===== src/verilog/dmpd_pkg.sv =====
// shared constants for the dual-modulus divider and phase detector
package dmpd_pkg;
  // decimal digit and command word layout
  localparam int DIGIT_W     = 4;
  localparam int MAIN_DIGITS = 3;
  localparam int MAIN_BCD_W  = DIGIT_W * MAIN_DIGITS;
  localparam int WORD_W      = MAIN_BCD_W + DIGIT_W;
  localparam int MAIN_W      = 10;
  localparam int SYNC_LEN    = 2;

  // prescaler moduli, large one first in every cycle with nonzero swallow
  localparam logic [DIGIT_W-1:0] MOD_LARGE = 4'hb;
  localparam logic [DIGIT_W-1:0] MOD_SMALL = 4'ha;
  localparam logic [DIGIT_W-1:0] PRE_ONE   = 4'h1;
  localparam logic [DIGIT_W-1:0] SW_ZERO   = 4'h0;
  localparam logic [DIGIT_W-1:0] SW_ONE    = 4'h1;

  // decimal weights for digit conversion
  localparam logic [MAIN_W-1:0] WEIGHT_HUNDRED = 10'h064;
  localparam logic [MAIN_W-1:0] WEIGHT_TEN     = 10'h00a;
  localparam logic [MAIN_W-1:0] MAIN_ONE       = 10'h001;

  // ratio used from reset until the first reload after a command word: 10*50+7
  localparam logic [MAIN_W-1:0]  DEF_MAIN    = 10'h032;
  localparam logic [DIGIT_W-1:0] DEF_SWALLOW = 4'h7;

  // phase detector states, gray along idle-up-both and idle-down-both
  typedef enum logic [1:0] {
    PFD_IDLE = 2'b00,
    PFD_UP   = 2'b01,
    PFD_BOTH = 2'b11,
    PFD_DOWN = 2'b10
  } dmpd_pfd_e;
endpackage


===== src/verilog/dmpd_cmd_if.sv =====
// carrier for a decoded divisor command word between receiver and core
interface dmpd_cmd_if;
  logic                                 word_valid;
  logic [dmpd_pkg::MAIN_BCD_W-1:0]      main_bcd;
  logic [dmpd_pkg::DIGIT_W-1:0]         swallow_bcd;

  modport rx (output word_valid, output main_bcd, output swallow_bcd);
  modport core (input word_valid, input main_bcd, input swallow_bcd);
endinterface


===== src/verilog/dmpd_top.sv =====
// dual-modulus feedback divider with phase-frequency detector
// How it works
// - divisor ratio comes from a serially loaded command word
// - each division cycle with a nonzero swallow digit starts with the prescaler dividing by eleven
// - swallow counter allows its count of eleven periods, then selects ten
// - each prescaler pulse in large phase decrements both counters by one
// - with swallow at zero, divide by ten until main reaches zero
// - main at zero emits one pulse, reloads both, returns to eleven unless swallow reloads zero
// - moduli are ten and eleven, swallow counter lives inside this divider
// - upper digits load main, lowest digit loads swallow; ratio ten main plus swallow
// - detector pulses one output while divided and reference differ
// - feedback fast or leading pulses pump down low, pump up stays high
// - feedback slow or lagging pulses pump up low, pump down stays high
// - matched inputs give only a brief simultaneous low on both
// - slow feedback steers oscillator up, fast feedback steers it down
module dmpd_top (
  input  wire logic clock_in,
  input  wire logic rst_n_in,
  input  wire logic osc_in,
  input  wire logic ref_in,
  input  wire logic cmd_clk_in,
  input  wire logic cmd_data_in,
  input  wire logic cmd_load_in,
  output logic      divided_out,
  output logic      pump_up_n_out,
  output logic      pump_down_n_out
);
  localparam int MW = dmpd_pkg::MAIN_W;
  localparam int DW = dmpd_pkg::DIGIT_W;

  dmpd_cmd_if cmd ();

  logic [1:0]          sync1;
  logic [1:0]          sync2;
  logic [1:0]          prev;
  logic [DW-1:0]       pre_cnt;
  logic [MW-1:0]       main_cnt;
  logic [DW-1:0]       swallow_cnt;
  logic [MW-1:0]       pend_main;
  logic [DW-1:0]       pend_swallow;
  logic                fb_pulse;
  dmpd_pkg::dmpd_pfd_e state;
  dmpd_pkg::dmpd_pfd_e next_state;
  logic                up_hold;
  logic                down_hold;

  // decimal digits to binary count
  function automatic logic [MW-1:0] bcd3_to_bin(input logic [dmpd_pkg::MAIN_BCD_W-1:0] bcd);
    bcd3_to_bin = MW'(bcd[11:8]) * dmpd_pkg::WEIGHT_HUNDRED
                + MW'(bcd[7:4]) * dmpd_pkg::WEIGHT_TEN
                + MW'(bcd[3:0]);
  endfunction

  // serial command receiver
  dmpd_serial_rx u_dmpd_serial_rx (
    .clock_in    (clock_in),
    .rst_n_in    (rst_n_in),
    .cmd_clk_in  (cmd_clk_in),
    .cmd_data_in (cmd_data_in),
    .cmd_load_in (cmd_load_in),
    .cmd         (cmd.rx)
  );

  // oscillator and reference pins pass two flops, then edge history
  always_ff @(posedge clock_in) begin
    if (!rst_n_in) begin
      sync1 <= 2'h0;
      sync2 <= 2'h0;
      prev  <= 2'h0;
    end else begin
      sync1 <= {ref_in, osc_in};
      sync2 <= sync1;
      prev  <= sync2;
    end
  end

  // edge and divider decode
  wire logic          osc_edge  = sync2[0] & ~prev[0];
  wire logic          ref_edge  = sync2[1] & ~prev[1];
  wire logic          large_mod = swallow_cnt != dmpd_pkg::SW_ZERO;
  wire logic [DW-1:0] modulus   = large_mod ? dmpd_pkg::MOD_LARGE
                                            : dmpd_pkg::MOD_SMALL;
  wire logic          pre_term  = osc_edge && (pre_cnt == modulus - dmpd_pkg::PRE_ONE);
  wire logic          reload    = pre_term && (main_cnt <= dmpd_pkg::MAIN_ONE);

  // pending ratio, applied only at reload
  always_ff @(posedge clock_in) begin
    if (!rst_n_in) begin
      pend_main    <= dmpd_pkg::DEF_MAIN;
      pend_swallow <= dmpd_pkg::DEF_SWALLOW;
    end else if (cmd.word_valid) begin
      pend_main    <= bcd3_to_bin(cmd.main_bcd);
      pend_swallow <= cmd.swallow_bcd;
    end
  end

  // prescaler count of oscillator edges
  always_ff @(posedge clock_in) begin
    if (!rst_n_in) begin
      pre_cnt <= '0;
    end else if (osc_edge) begin
      pre_cnt <= pre_term ? '0 : pre_cnt + dmpd_pkg::PRE_ONE;
    end
  end

  // main and swallow counters
  always_ff @(posedge clock_in) begin
    if (!rst_n_in) begin
      main_cnt    <= dmpd_pkg::DEF_MAIN;
      swallow_cnt <= dmpd_pkg::DEF_SWALLOW;
    end else if (reload) begin
      main_cnt    <= pend_main;
      swallow_cnt <= pend_swallow;
    end else if (pre_term) begin
      main_cnt <= main_cnt - dmpd_pkg::MAIN_ONE;
      if (large_mod) begin
        swallow_cnt <= swallow_cnt - dmpd_pkg::SW_ONE;
      end
    end
  end

  // one divided pulse per reload
  always_ff @(posedge clock_in) begin
    if (!rst_n_in) begin
      fb_pulse <= 1'b0;
    end else begin
      fb_pulse <= reload;
    end
  end

  // detector flags still held in the current state
  always_comb begin
    case (state)
      dmpd_pkg::PFD_UP: begin
        up_hold   = 1'b1;
        down_hold = 1'b0;
      end
      dmpd_pkg::PFD_DOWN: begin
        up_hold   = 1'b0;
        down_hold = 1'b1;
      end
      default: begin
        up_hold   = 1'b0;
        down_hold = 1'b0;
      end
    endcase
  end

  // reference edge arms up, feedback edge arms down, both together clear
  always_comb begin
    case ({up_hold | ref_edge, down_hold | fb_pulse})
      2'b10:   next_state = dmpd_pkg::PFD_UP;
      2'b01:   next_state = dmpd_pkg::PFD_DOWN;
      2'b11:   next_state = dmpd_pkg::PFD_BOTH;
      default: next_state = dmpd_pkg::PFD_IDLE;
    endcase
  end

  // detector state and registered pump outputs
  always_ff @(posedge clock_in) begin
    if (!rst_n_in) begin
      state           <= dmpd_pkg::PFD_IDLE;
      pump_up_n_out   <= 1'b1;
      pump_down_n_out <= 1'b1;
      divided_out     <= 1'b0;
    end else begin
      state           <= next_state;
      pump_up_n_out   <= ~next_state[0];
      pump_down_n_out <= ~next_state[1];
      divided_out     <= fb_pulse;
    end
  end

  // divider and detector checks
  a_first_phase_large: assert property (@(posedge clock_in) disable iff (!rst_n_in)
    reload && pend_swallow != dmpd_pkg::SW_ZERO |=> modulus == dmpd_pkg::MOD_LARGE)
    else $error("cycle did not start with the large modulus");
  a_small_after_swallow: assert property (@(posedge clock_in) disable iff (!rst_n_in)
    swallow_cnt == dmpd_pkg::SW_ZERO |-> modulus == dmpd_pkg::MOD_SMALL)
    else $error("large modulus used after swallow count ran out");
  a_main_decrements: assert property (@(posedge clock_in) disable iff (!rst_n_in)
    pre_term && !reload |=> main_cnt == $past(main_cnt) - dmpd_pkg::MAIN_ONE)
    else $error("main counter not decremented on prescaler pulse");
  a_swallow_decrements: assert property (@(posedge clock_in) disable iff (!rst_n_in)
    pre_term && !reload && large_mod |=> swallow_cnt == $past(swallow_cnt) - dmpd_pkg::SW_ONE)
    else $error("swallow counter not decremented on prescaler pulse");
  a_reload_pulse_out: assert property (@(posedge clock_in) disable iff (!rst_n_in)
    reload |=> fb_pulse ##1 divided_out && !fb_pulse)
    else $error("reload did not give exactly one divided pulse");
  a_word_at_reload: assert property (@(posedge clock_in) disable iff (!rst_n_in)
    !reload |=> main_cnt == $past(main_cnt) || main_cnt == $past(main_cnt) - dmpd_pkg::MAIN_ONE)
    else $error("main counter changed outside reload");
  a_reload_loads_pend: assert property (@(posedge clock_in) disable iff (!rst_n_in)
    reload |=> main_cnt == $past(pend_main) && swallow_cnt == $past(pend_swallow))
    else $error("counters did not reload from the pending ratio");
  a_ref_raises_up: assert property (@(posedge clock_in) disable iff (!rst_n_in)
    ref_edge && !fb_pulse && !down_hold |=> state == dmpd_pkg::PFD_UP ##1 !pump_up_n_out)
    else $error("reference edge did not pulse pump up");
  a_fb_raises_down: assert property (@(posedge clock_in) disable iff (!rst_n_in)
    fb_pulse && !ref_edge && !up_hold |=> state == dmpd_pkg::PFD_DOWN ##1 !pump_down_n_out)
    else $error("feedback edge did not pulse pump down");
  a_both_clear_fast: assert property (@(posedge clock_in) disable iff (!rst_n_in)
    state == dmpd_pkg::PFD_BOTH && !ref_edge && !fb_pulse |=> state == dmpd_pkg::PFD_IDLE)
    else $error("simultaneous low lasted more than one cycle");
  a_one_side_holds: assert property (@(posedge clock_in) disable iff (!rst_n_in)
    state == dmpd_pkg::PFD_DOWN && !ref_edge |=> state == dmpd_pkg::PFD_DOWN)
    else $error("pump down pulse ended before the reference edge");


  // main scenarios reached
  c_reload: cover property (@(posedge clock_in) disable iff (!rst_n_in) reload);
  c_word_taken: cover property (@(posedge clock_in) disable iff (!rst_n_in)
    cmd.word_valid ##[1:1000] reload);
  c_both_low: cover property (@(posedge clock_in) disable iff (!rst_n_in)
    state == dmpd_pkg::PFD_BOTH);
  c_up_pulse: cover property (@(posedge clock_in) disable iff (!rst_n_in)
    state == dmpd_pkg::PFD_UP [*3]);
  c_down_pulse: cover property (@(posedge clock_in) disable iff (!rst_n_in)
    state == dmpd_pkg::PFD_DOWN [*3]);
endmodule


===== src/verilog/dmpd_serial_rx.sv =====
// serial command word receiver, sampled on the system clock
module dmpd_serial_rx (
  input  wire logic   clock_in,
  input  wire logic   rst_n_in,
  input  wire logic   cmd_clk_in,
  input  wire logic   cmd_data_in,
  input  wire logic   cmd_load_in,
  dmpd_cmd_if.rx      cmd
);
  localparam int W = dmpd_pkg::WORD_W;

  logic [2:0]   sync1;
  logic [2:0]   sync2;
  logic [2:0]   prev;
  logic [W-1:0] shreg;
  logic         valid;
  logic [W-1:0] word;

  wire logic clk_rise  = sync2[0] & ~prev[0];
  wire logic data_s    = sync2[1];
  wire logic load_rise = sync2[2] & ~prev[2];

  // two-stage synchronisers, then edge history
  always_ff @(posedge clock_in) begin
    if (!rst_n_in) begin
      sync1 <= 3'h0;
      sync2 <= 3'h0;
      prev  <= 3'h0;
    end else begin
      sync1 <= {cmd_load_in, cmd_data_in, cmd_clk_in};
      sync2 <= sync1;
      prev  <= sync2;
    end
  end

  // shift msb first on link clock rise, latch on load rise
  always_ff @(posedge clock_in) begin
    if (!rst_n_in) begin
      shreg <= '0;
      word  <= '0;
      valid <= 1'b0;
    end else begin
      valid <= load_rise;
      if (clk_rise) begin
        shreg <= {shreg[W-2:0], data_s};
      end
      if (load_rise) begin
        word <= shreg;
      end
    end
  end

  // upper digits feed the main counter, lowest digit the swallow counter
  assign cmd.word_valid  = valid;
  assign cmd.main_bcd    = word[W-1:dmpd_pkg::DIGIT_W];
  assign cmd.swallow_bcd = word[dmpd_pkg::DIGIT_W-1:0];

  a_load_gives_word: assert property (@(posedge clock_in) disable iff (!rst_n_in)
    load_rise |=> valid && word == $past(shreg))
    else $error("command word not latched on load");
  a_shift_takes_bit: assert property (@(posedge clock_in) disable iff (!rst_n_in)
    clk_rise |=> shreg[0] == $past(data_s))
    else $error("serial bit not shifted in");
endmodule


===== config.mk =====
export PLATFORM = sky130hd
export DESIGN_NAME = dmpd_top
export DESIGN_NICKNAME = d
export VERILOG_FILES = /design/src/verilog/dmpd_pkg.sv /design/src/verilog/dmpd_cmd_if.sv /design/src/verilog/dmpd_top.sv /design/src/verilog/dmpd_serial_rx.sv
export SDC_FILE = /design/constraint.sdc
export NUM_CORES = 1
export LEC_CHECK = 0
export ABC_CLOCK_PERIOD_IN_PS = 3600
export BUFFER_PORTS_ARGS = -buffer_cell sky130_fd_sc_hd__buf_2
export CELL_PAD_IN_SITES_DETAIL_PLACEMENT = 1
export CELL_PAD_IN_SITES_GLOBAL_PLACEMENT = 2
export CORE_ASPECT_RATIO = 0.5
export CORE_MARGIN = 4
export CORE_UTILIZATION = 39
export DETAILED_ROUTE_END_ITERATION = 12
export PLACE_DENSITY = 0.85
export SETUP_SLACK_MARGIN = 0.3
export SLEW_MARGIN = 10
export SYNTH_ARGS = -nofsm -noshare
export SYNTH_HDL_FRONTEND = slang
export SYNTH_SLANG_ARGS = --single-unit

===== constraint.sdc =====
create_clock -name clock_in -period 3.6 [get_ports clock_in]
set_input_delay 0.36 -clock clock_in [delete_from_list [all_inputs] [get_ports clock_in]]
set_output_delay 0.36 -clock clock_in [all_outputs]
set_load 0.02 [all_outputs]

==> metrics.txt, run 1 <==
status=finished, final reports clean; R2R setup slack=0.78 ns; Cells after Synth=448; Synth Area per Inst=8.714 um^2; layout cell share with drive strength beyond 1=0.07269; Worst Hold Endpoint=sync1[1]$_SDFF_PN0_; 1st-iter DRT viols=135; Area Growth Syn to Fin=11.96%; Ys Warns=0; CTS Sinks=85; worst skew pair latency=0.34 ns; vias in the first global route=3018; commonest cells after routing, fill and taps aside=nand2_1 (96), dfxtp_1 (85), a21oi_1 (44); DRC viols=0; CP required=3.83 ns; critical path type=register to register; flops & latches, synth=85; final setup fails=0; Max rail drop VDD=175.5 uV; gr usage total=0.1584; Hold Vio Cnt, Final=0; Cell variety after synth=51; R2R depth=10; WP buf/inv=0; cell family with most CP delay=adder cells; register area share after synthesis=0.4359; detailed-route via count=2981; Net Count, Synth=487; start point of the worst min-delay path=ref_in; CP max FO=3; Total Die Area=11770 um^2; IO Port Bufs=9; Post-synth ARST share=0; element type at the critical path end=register; count of cells resized by post-cts repair=0; H-tree levels=3; Post-CTS Setup Inserts=0; period utilization=0.7830; number of clock buffers inserted by TritonCTS=9; Detailed Routing Iterations Pass 1=4; Worst R2R Start=u_dmpd_serial_rx.word[9]$_SDFFE_PN0P_; cell breakdown of the critical path=ha_1 > ha_1 > fa_1 > ha_1 > ha_1 > o21ai_0 > o21bai_1 > a21oi_1 > nor3_1 > a221o_1; Max Cap Viol=0; multi-input combinational cell area=2032 um^2; ANT nets after route=0; most common cell after layout, fill and taps aside=nand2_1; PwrDens=458.5 nW/um^2; Core ar.=9603 um^2; slowest stage delay, CP=0.44 ns; Vias/cell=5.061; fill cell count=1149; Clock transition at path regs=0.06 ns; R2R Path End=pend_main[7]$_SDFFE_PN0P_; CTS tree=built; CTS Hold Buffers Added=0; largest net degree at the start of global routing=47; DR WL/cell=14.33 um; relative slew slack=0.3047; Least-Margin Pin Slew=1.041 ns; Synth Flop Type=dfxtp_1; total gr overflow=0; Ports=10; Starting Density=0.4065; Critical Path AT=3.05 ns; Die X=149.5 um; Max Fclk=354.8 MHz; die height=78.75 um; RSZ-0062 raised after global routing=false; Static Leak=1.787 nW; Hold WC Path Type=input port to register; clk_skew=0.003771 ns; clock root buffer=clkbuf_16; Final #Nets=488; dpl hpwl=5870 um; number of flops mapped to enable cells by yosys=0; TNS Setup=0 ns; final wirelength=8442 um; CP max-delay cell=fa_1; worst hold path depth=2; Final min period=2.819 ns; Power Total=2.004 mW; Clock Tree Buf Depth=2; initial antenna violation count=0; Cell Rows=25; most frequent CP cell=ha_1; Mapped Area=3904 um^2; Max Transition Viols Final=0; first-pass GRT wire length=14940 um; Reg area=1702 um^2; RePlAce Congestion=0.7931; type of origin of the critical path=register; antenna fix cells=0
[report_power, final]
part	total (mW)	internal (mW)	switching, mW	leakage (nW)
Clock	0.999	0.625	0.374	0.158
Combinational	0.0458	0.0142	0.0316	0.940
Sequential	0.959	0.952	0.00723	0.688
[worst reg2reg max path, cell delays in order, from the launching register on]
cell,delay (ns)
dfxtp_1,0.34
ha_1,0.31
ha_1,0.23
fa_1,0.44
ha_1,0.29
ha_1,0.32
o21ai_0,0.15
o21bai_1,0.10
a21oi_1,0.21
nor3_1,0.07
a221o_1,0.26
[layout make-up]
| class | count | share of cell area |
|---|---|---|
| multi-input combinational | 319 | 0.4649 |
| sequential | 85 | 0.3893 |
| clock buffer | 10 | 0.05468 |
| tap | 135 | 0.03865 |
| inverter | 24 | 0.02061 |
| clock inverter | 6 | 0.01975 |
| timing repair buffer | 10 | 0.01202 |
[flip-flops by register name (all words and copies together), names as in the netlist, 2 cells and up]
register and flops:
sync2 2, main_cnt 10, pend_swallow 4, swallow_cnt 4, u_dmpd_serial_rx.prev 2, pend_main 10, state 2, u_dmpd_serial_rx.word 16
u_dmpd_serial_rx.sync2 3, sync1 2, u_dmpd_serial_rx.sync1 3, pre_cnt 4, u_dmpd_serial_rx.shreg 16, prev 2
[cells in the mapped netlist (all sizes together), types with 2 or more instances]
library cell / count / area (um^2)
a211oi: 3 / 22.52
a21o: 2 / 15.01
a21oi: 44 / 220.2
a31oi: 3 / 18.77
and2: 15 / 93.84
buf: 8 / 35.03
clkbuf: 12 / 45.04
dfxtp: 85 / 1702
fa: 5 / 100.1
ha: 27 / 337.8
inv: 24 / 90.08
mux2i: 13 / 130.1
nand2: 96 / 360.4
nand2b: 4 / 25.02
nand3: 11 / 60.06
nand3b: 2 / 15.01
nand4: 2 / 12.51
nor2: 18 / 67.56
nor2b: 11 / 68.82
nor3: 4 / 20.02
nor4: 6 / 52.55
o211ai: 3 / 22.52
o21ai: 15 / 75.07
o22ai: 2 / 12.51
o311a: 2 / 20.02
o31ai: 2 / 15.01
xnor2: 7 / 61.31
xor2: 4 / 35.03
[per-stage QoR]
step | setup slack, ns | hold slack (ns) | utilization | cells | cell area (um^2)
finish | 0.7811 | 0.2229 | 0.4551 | 589 | 4370
global route | 0.4899 | 0.2228 | 0.4551 | 589 | 4370
CTS | 0.7698 | 0.2141 | 0.4551 | 589 | 4370
detailed placement | 0.7908 | 0.4194 | 0.4212 | 573 | 4045
global placement | 0.8362 | 0.4135 | 0.4212 | 573 | 4045
floorplan | 0.9368 | 0.4059 | - | 448 | 3904
[kinds of logic (layout without fill, tap and decap cells)]
| family | Yosys count | after routing | share of synthesized area |
|---|---|---|---|
| buffers and inverters | 44 | 50 | 0.04359 |
| XOR/XNOR | 11 | 11 | 0.02468 |
| AND/OR/NAND/NOR | 176 | 176 | 0.2135 |
| AO/OA/AOI/OAI | 86 | 86 | 0.1330 |
| multiplexers | 14 | 14 | 0.03718 |
| adder cells (fa/ha/maj) | 32 | 32 | 0.1122 |
| flip-flops | 85 | 85 | 0.4359 |
[metal layers]
layer	global-route usage	up-vias	share of wire
met2	0.2455	24	0.43
li1	-	1520	-
met5	0	-	0
met3	0.04504	16	0.028
met1	0.2109	1421	0.52
met4	0.05936	0	0.021
[worst max path at each step]
| stage | start | end | slack [ns] | cells past startpoint |
|---|---|---|---|---|
| 2_1_floorplan | u_dmpd_serial_rx.word[9]$_SDFFE_PN0P_ | pend_main[9]$_SDFFE_PN0P_ | 0.94 | 11 |
| 6_report | u_dmpd_serial_rx.word[9]$_SDFFE_PN0P_ | pend_main[7]$_SDFFE_PN0P_ | 0.78 | 10 |
| 5_1_grt | u_dmpd_serial_rx.word[12]$_SDFFE_PN0P_ | pend_main[8]$_SDFFE_PN0P_ | 0.49 | 11 |
| 3_5_place_dp | u_dmpd_serial_rx.word[12]$_SDFFE_PN0P_ | pend_main[8]$_SDFFE_PN0P_ | 0.79 | 11 |
| 4_1_cts | u_dmpd_serial_rx.word[12]$_SDFFE_PN0P_ | pend_main[8]$_SDFFE_PN0P_ | 0.77 | 11 |
| 3_3_place_gp | u_dmpd_serial_rx.word[9]$_SDFFE_PN0P_ | pend_main[9]$_SDFFE_PN0P_ | 0.84 | 11 |
(Power assumes the default switching activity.)
==> run 2, diff against run 1 <==
Settings changed: ABC_CLOCK_PERIOD_IN_PS 3600 to 2900.
Clock period 3.6 ns to 2.9 ns, I/O delays scaled along.
==> metrics.txt, run 2 (same netlist as run 1, synthesis figures left out) <==
cell breakdown of the critical path=ha_4 > ha_4 > fa_2 > xor2_1 > ha_1 > ha_4 > nand2_2 > o21ai_2 > nor4_2 > a311o_1; Least-Margin Pin Slew=0.6309 ns; R2R setup slack=0.31 ns; most common cell after layout, fill and taps aside=nand2_1; initial antenna violation count=0; clk_skew=0.006418 ns; CP max-delay cell=fa_2; RSZ-0062 raised after global routing=true; slowest stage delay, CP=0.37 ns; RePlAce Congestion=0.7928; Largest regs=u_dmpd_serial_rx.shreg x16, u_dmpd_serial_rx.word x16; H-tree levels=3; CTS Sinks=85; cell family with most CP delay=adder cells; total gr overflow=0; start point of the worst min-delay path=ref_in; Vias/cell=5.065; Detailed Routing Iterations Pass 1=4; layout cell share with drive strength beyond 1=0.1642; TNS Setup=0 ns; Clock Tree Buf Depth=2; Critical Path AT=2.81 ns; R2R depth=10; power share of the clock group=0.477; largest net degree at the start of global routing=42; final setup fails=0; type of origin of the critical path=register; Starting Density=0.4065; Ports=10; antenna fix cells=0; Total Die Area=11770 um^2; power share of the sequential group=0.496; Worst Hold Endpoint=sync1[1]$_SDFF_PN0_; Logic pwr share=0.026; Core ar.=9603 um^2; relative slew slack=0.5785; element type at the critical path end=register; PwrDens=514.0 nW/um^2; CP required=3.12 ns; Cell Rows=25; Final #Nets=503; Max rail drop VDD=229.7 uV; Clock transition at path regs=0.06 ns; DRC viols=0; worst skew pair latency=0.34 ns; ANT nets after route=0; clock root buffer=clkbuf_16; Worst R2R Start=u_dmpd_serial_rx.word[9]$_SDFFE_PN0P_; WP buf/inv=0; 1st-iter DRT viols=97; Static Leak=1.826 nW; Final min period=2.594 ns; detailed-route via count=3059; first-pass GRT wire length=15590 um; Hold WS=0.1632 ns; final wirelength=9062 um; Hold Vio Cnt, Final=0; die height=78.75 um; Max Fclk=385.5 MHz; number of clock buffers inserted by TritonCTS=9; Max Cap Viol=0; critical path type=register to register; commonest cells after routing, fill and taps aside=nand2_1 (95), dfxtp_1 (79), a21oi_1 (42); R2R Path End=pend_main[8]$_SDFFE_PN0P_; CTS tree=built; dpl hpwl=6083 um; sw frac=0.2103; CP max FO=3; status=finished, final reports clean; Max Transition Viols Final=0; vias in the first global route=3167; Area Growth Syn to Fin=19.20%; period utilization=0.8946; worst hold path depth=2; DR WL/cell=15.00 um; gr usage total=0.1643; IO Port Bufs=9; internal power=1.889 mW; most frequent CP cell=ha_4; Hold WC Path Type=input port to register; total net switching power=503.0 uW; Die X=149.5 um
-- run 2: changes by cell type in the layout (fill, tap and decap cells not counted), moves of 3 or more --
cell,delta
buf_4,+15
dfxtp_1,-6
dfxtp_2,+5
ha_1,-11
ha_4,+11
inv_1,-3
inv_2,+3
o21ai_0,-5
o21ai_1,+3
-- run 2: worst max path at each step --
stage | startpoint | to | slack (ns) | cells after the start
3_3_place_gp | u_dmpd_serial_rx.word[12]$_SDFFE_PN0P_ | pend_main[8]$_SDFFE_PN0P_ | 0.20 | 11
2_1_floorplan | u_dmpd_serial_rx.word[9]$_SDFFE_PN0P_ | pend_main[7]$_SDFFE_PN0P_ | 0.30 | 10
5_1_grt | u_dmpd_serial_rx.word[14]$_SDFFE_PN0P_ | pend_main[9]$_SDFFE_PN0P_ | 0.19 | 11
4_1_cts | u_dmpd_serial_rx.word[8]$_SDFFE_PN0P_ | pend_main[8]$_SDFFE_PN0P_ | 0.29 | 10
6_report | u_dmpd_serial_rx.word[9]$_SDFFE_PN0P_ | pend_main[8]$_SDFFE_PN0P_ | 0.31 | 10
3_5_place_dp | u_dmpd_serial_rx.word[12]$_SDFFE_PN0P_ | pend_main[8]$_SDFFE_PN0P_ | 0.09 | 11
-- run 2: power groups by stage --
stage               registers (mW)  logic [mW]  clock network, mW
finish                        1.19      0.0630               1.14
global route                  1.19      0.0729               1.23
CTS                           1.19      0.0642               1.17
detailed placement            1.21      0.0638                  0
global placement              1.21      0.0631                  0
floorplan                     1.21      0.0441                  0
-- run 2: layer usage --
layer  wire (um)  vias up  global-route usage
li1            -     1549                   -
met5           0        -                   0
met2        3845       41              0.2532
met3         272       22             0.04618
met1        4713     1447              0.2239
met4         231        0             0.05205
-- run 2: final cells by class --
| type | instances | area (um^2) |
|---|---|---|
| fillers | 1123 | 4950 |
| clock inverters | 4 | 47.55 |
| flip-flops and latches | 85 | 1712 |
| clock buffers | 12 | 246.5 |
| well taps | 135 | 168.9 |
| multi-input cells | 319 | 2223 |
| inverters | 24 | 90.09 |
| repair buffers | 25 | 165.2 |
-- run 2: timing repair --
action / CTS / global route
gates resized for setup: 18 / 21
buffers inserted: 3 / 7
hold buffers: 0 / 0
endpoints found under the setup margin: 3 / 4
pin swaps: 7 / 19
-- run 2: per-stage QoR --
stage | util | instances | cell area (um^2) | setup WS (ns) | total power, mW
global placement | 0.4265 | 578 | 4095 | 0.1957 | 1.277
finish | 0.4846 | 604 | 4653 | 0.3058 | 2.392
CTS | 0.4676 | 597 | 4491 | 0.2941 | 2.423
detailed placement | 0.4265 | 578 | 4095 | 0.09066 | 1.278
global route | 0.4846 | 604 | 4653 | 0.1883 | 2.487
floorplan | - | 448 | 3916 | 0.3043 | 1.257
==> run 3, diff against run 2 <==
Settings changed: PLACE_DENSITY 0.85 to 0.76.
==> metrics.txt, run 3 (same netlist as run 1, synthesis figures left out) <==
status=finished, final reports clean; final std cells w/o fill=601; Vias/cell=5.181; type of origin of the critical path=register; Post-Place Worst Slack=0.02307 ns; H-tree levels=3; Worst R2R Start=u_dmpd_serial_rx.word[9]$_SDFFE_PN0P_; Clock Tree Buf Depth=2; CTS Hold Buffers Added=0; element type at the critical path end=register; CP max FO=3; dpl hpwl=6462 um; DR WL/cell=16.01 um; 1st-iter DRT viols=102; gr usage total=0.1710; Final #Nets=500; die height=78.75 um; Ports=10; Least-Margin Pin Slew=1.086 ns; TNS Setup=0 ns; most common cell after layout, fill and taps aside=nand2_1; most frequent CP cell=ha_4; R2R Path End=pend_main[7]$_SDFFE_PN0P_; Final min period=2.680 ns; Area Growth Syn to Fin=18.94%; vias in the first global route=3271; relative slew slack=0.2744; Hold Vio Cnt, Final=0; DP Cell Count=576; PwrDens=513.8 nW/um^2; Core ar.=9603 um^2; largest net degree at the start of global routing=42; period utilization=0.9240; CTS Sinks=85; worst hold path depth=2; Power Total=2.386 mW; Critical Path Sink=pend_main[7]$_SDFFE_PN0P_; Total Die Area=11770 um^2; critical path type=register to register; WP buf/inv=0; Clock transition at path regs=0.07 ns; clock root buffer=clkbuf_16; antenna fix cells=0; detailed-route via count=3114; Hold WC Path Type=input port to register; DRC viols=0; Detailed Routing Iterations Pass 1=4; ANT nets after route=0; total gr overflow=0; clk_skew=0.01143 ns; Cell Rows=25; first-pass GRT wire length=16040 um; Max rail drop VDD=263.5 uV; slowest stage delay, CP=0.55 ns; layout cell share with drive strength beyond 1=0.1609; number of clock buffers inserted by TritonCTS=9; Static Leak=1.816 nW; R2R depth=9; worst skew pair latency=0.35 ns; origin of the worst setup path=u_dmpd_serial_rx.word[9]$_SDFFE_PN0P_; final wirelength=9622 um; Max Fclk=373.2 MHz; cell family with most CP delay=adder cells; Worst Slack Setup Final=0.2203 ns; commonest cells after routing, fill and taps aside=nand2_1 (96), dfxtp_1 (79), a21oi_1 (42); CP max-delay cell=fa_2; Max Transition Viols Final=0; IO Port Bufs=9; CP Depth=9; initial antenna violation count=0; RSZ-0062 raised after global routing=true; final setup fails=0; Starting Density=0.4065; Max Cap Viol=0; fill cell count=1115; Critical Path AT=2.91 ns; RePlAce Congestion=0.7588; CTS tree=built; Largest regs=u_dmpd_serial_rx.shreg x16, u_dmpd_serial_rx.word x16; Die X=149.5 um; CP required=3.13 ns; R2R setup slack=0.22 ns; cell breakdown of the critical path=ha_4 > ha_4 > fa_2 > ha_4 > ha_4 > o21ai_2 > o21bai_1 > a21oi_2 > a221o_1
[run 3: metrics by stage]
step	utilization	area [um^2]	hold WS, ns
finish	0.4835	4643	0.1455
global route	0.4835	4643	0.1490
CTS	0.4675	4489	0.1352
detailed placement	0.4249	4080	0.4243
global placement	0.4249	4080	0.4118
floorplan	-	3916	0.4059
[run 3: worst reg2reg max path, delay by kind of cell, from the launching register on]
family | cells | cell delay, ns
fa+ha+maj | 5 | 1.47
flops | 1 | 0.35
compound gates | 4 | 0.75
[run 3: metal layers]
metal  GRT usage  up-vias  share of wire
met3     0.04675       11          0.023
met1      0.2179     1540           0.49
met2      0.2824       21           0.48
met5           0        -              0
li1            -     1542              -
met4     0.05662        0          0.012
[run 3: report_power, final]
group | switching [mW] | total (mW) | leakage (nW) | internal [mW]
Combinational | 0.0432 | 0.0627 | 0.985 | 0.0195
Clock | 0.534 | 1.14 | 0.138 | 0.605
Sequential | 0.00682 | 1.18 | 0.692 | 1.18
Total | 0.584 | 2.39 | 1.82 | 1.80
[run 3: worst min-delay path by stage]
stage,from,to,slack (ns)
3_3_place_gp,u_dmpd_serial_rx.prev[2]$_SDFF_PN0_,u_dmpd_serial_rx.cmd.word_valid$_SDFF_PN0_,0.41
2_1_floorplan,u_dmpd_serial_rx.prev[2]$_SDFF_PN0_,u_dmpd_serial_rx.cmd.word_valid$_SDFF_PN0_,0.41
4_1_cts,ref_in,sync1[1]$_SDFF_PN0_,0.14
3_5_place_dp,sync1[1]$_SDFF_PN0_,sync2[1]$_SDFF_PN0_,0.42
5_1_grt,ref_in,sync1[1]$_SDFF_PN0_,0.15
6_report,ref_in,sync1[1]$_SDFF_PN0_,0.15
[run 3: timing repair]
item / CTS / global route
pin swaps: 9 / 15
setup buffers: 4 / 5
endpoints found under the setup margin: 4 / 4
gates resized for setup: 20 / 21
[run 3: final cells by class]
cell class	instances	area [um^2]	share of cell area
Multi-Input combinational cell	319	2233	0.4810
Sequential cell	85	1717	0.3697
Clock buffer	9	225.2	0.04850
Tap cell	135	168.9	0.03638
Timing Repair Buffer	22	142.6	0.03072
Inverter	24	90.09	0.01940
Clock inverter	7	66.31	0.01428
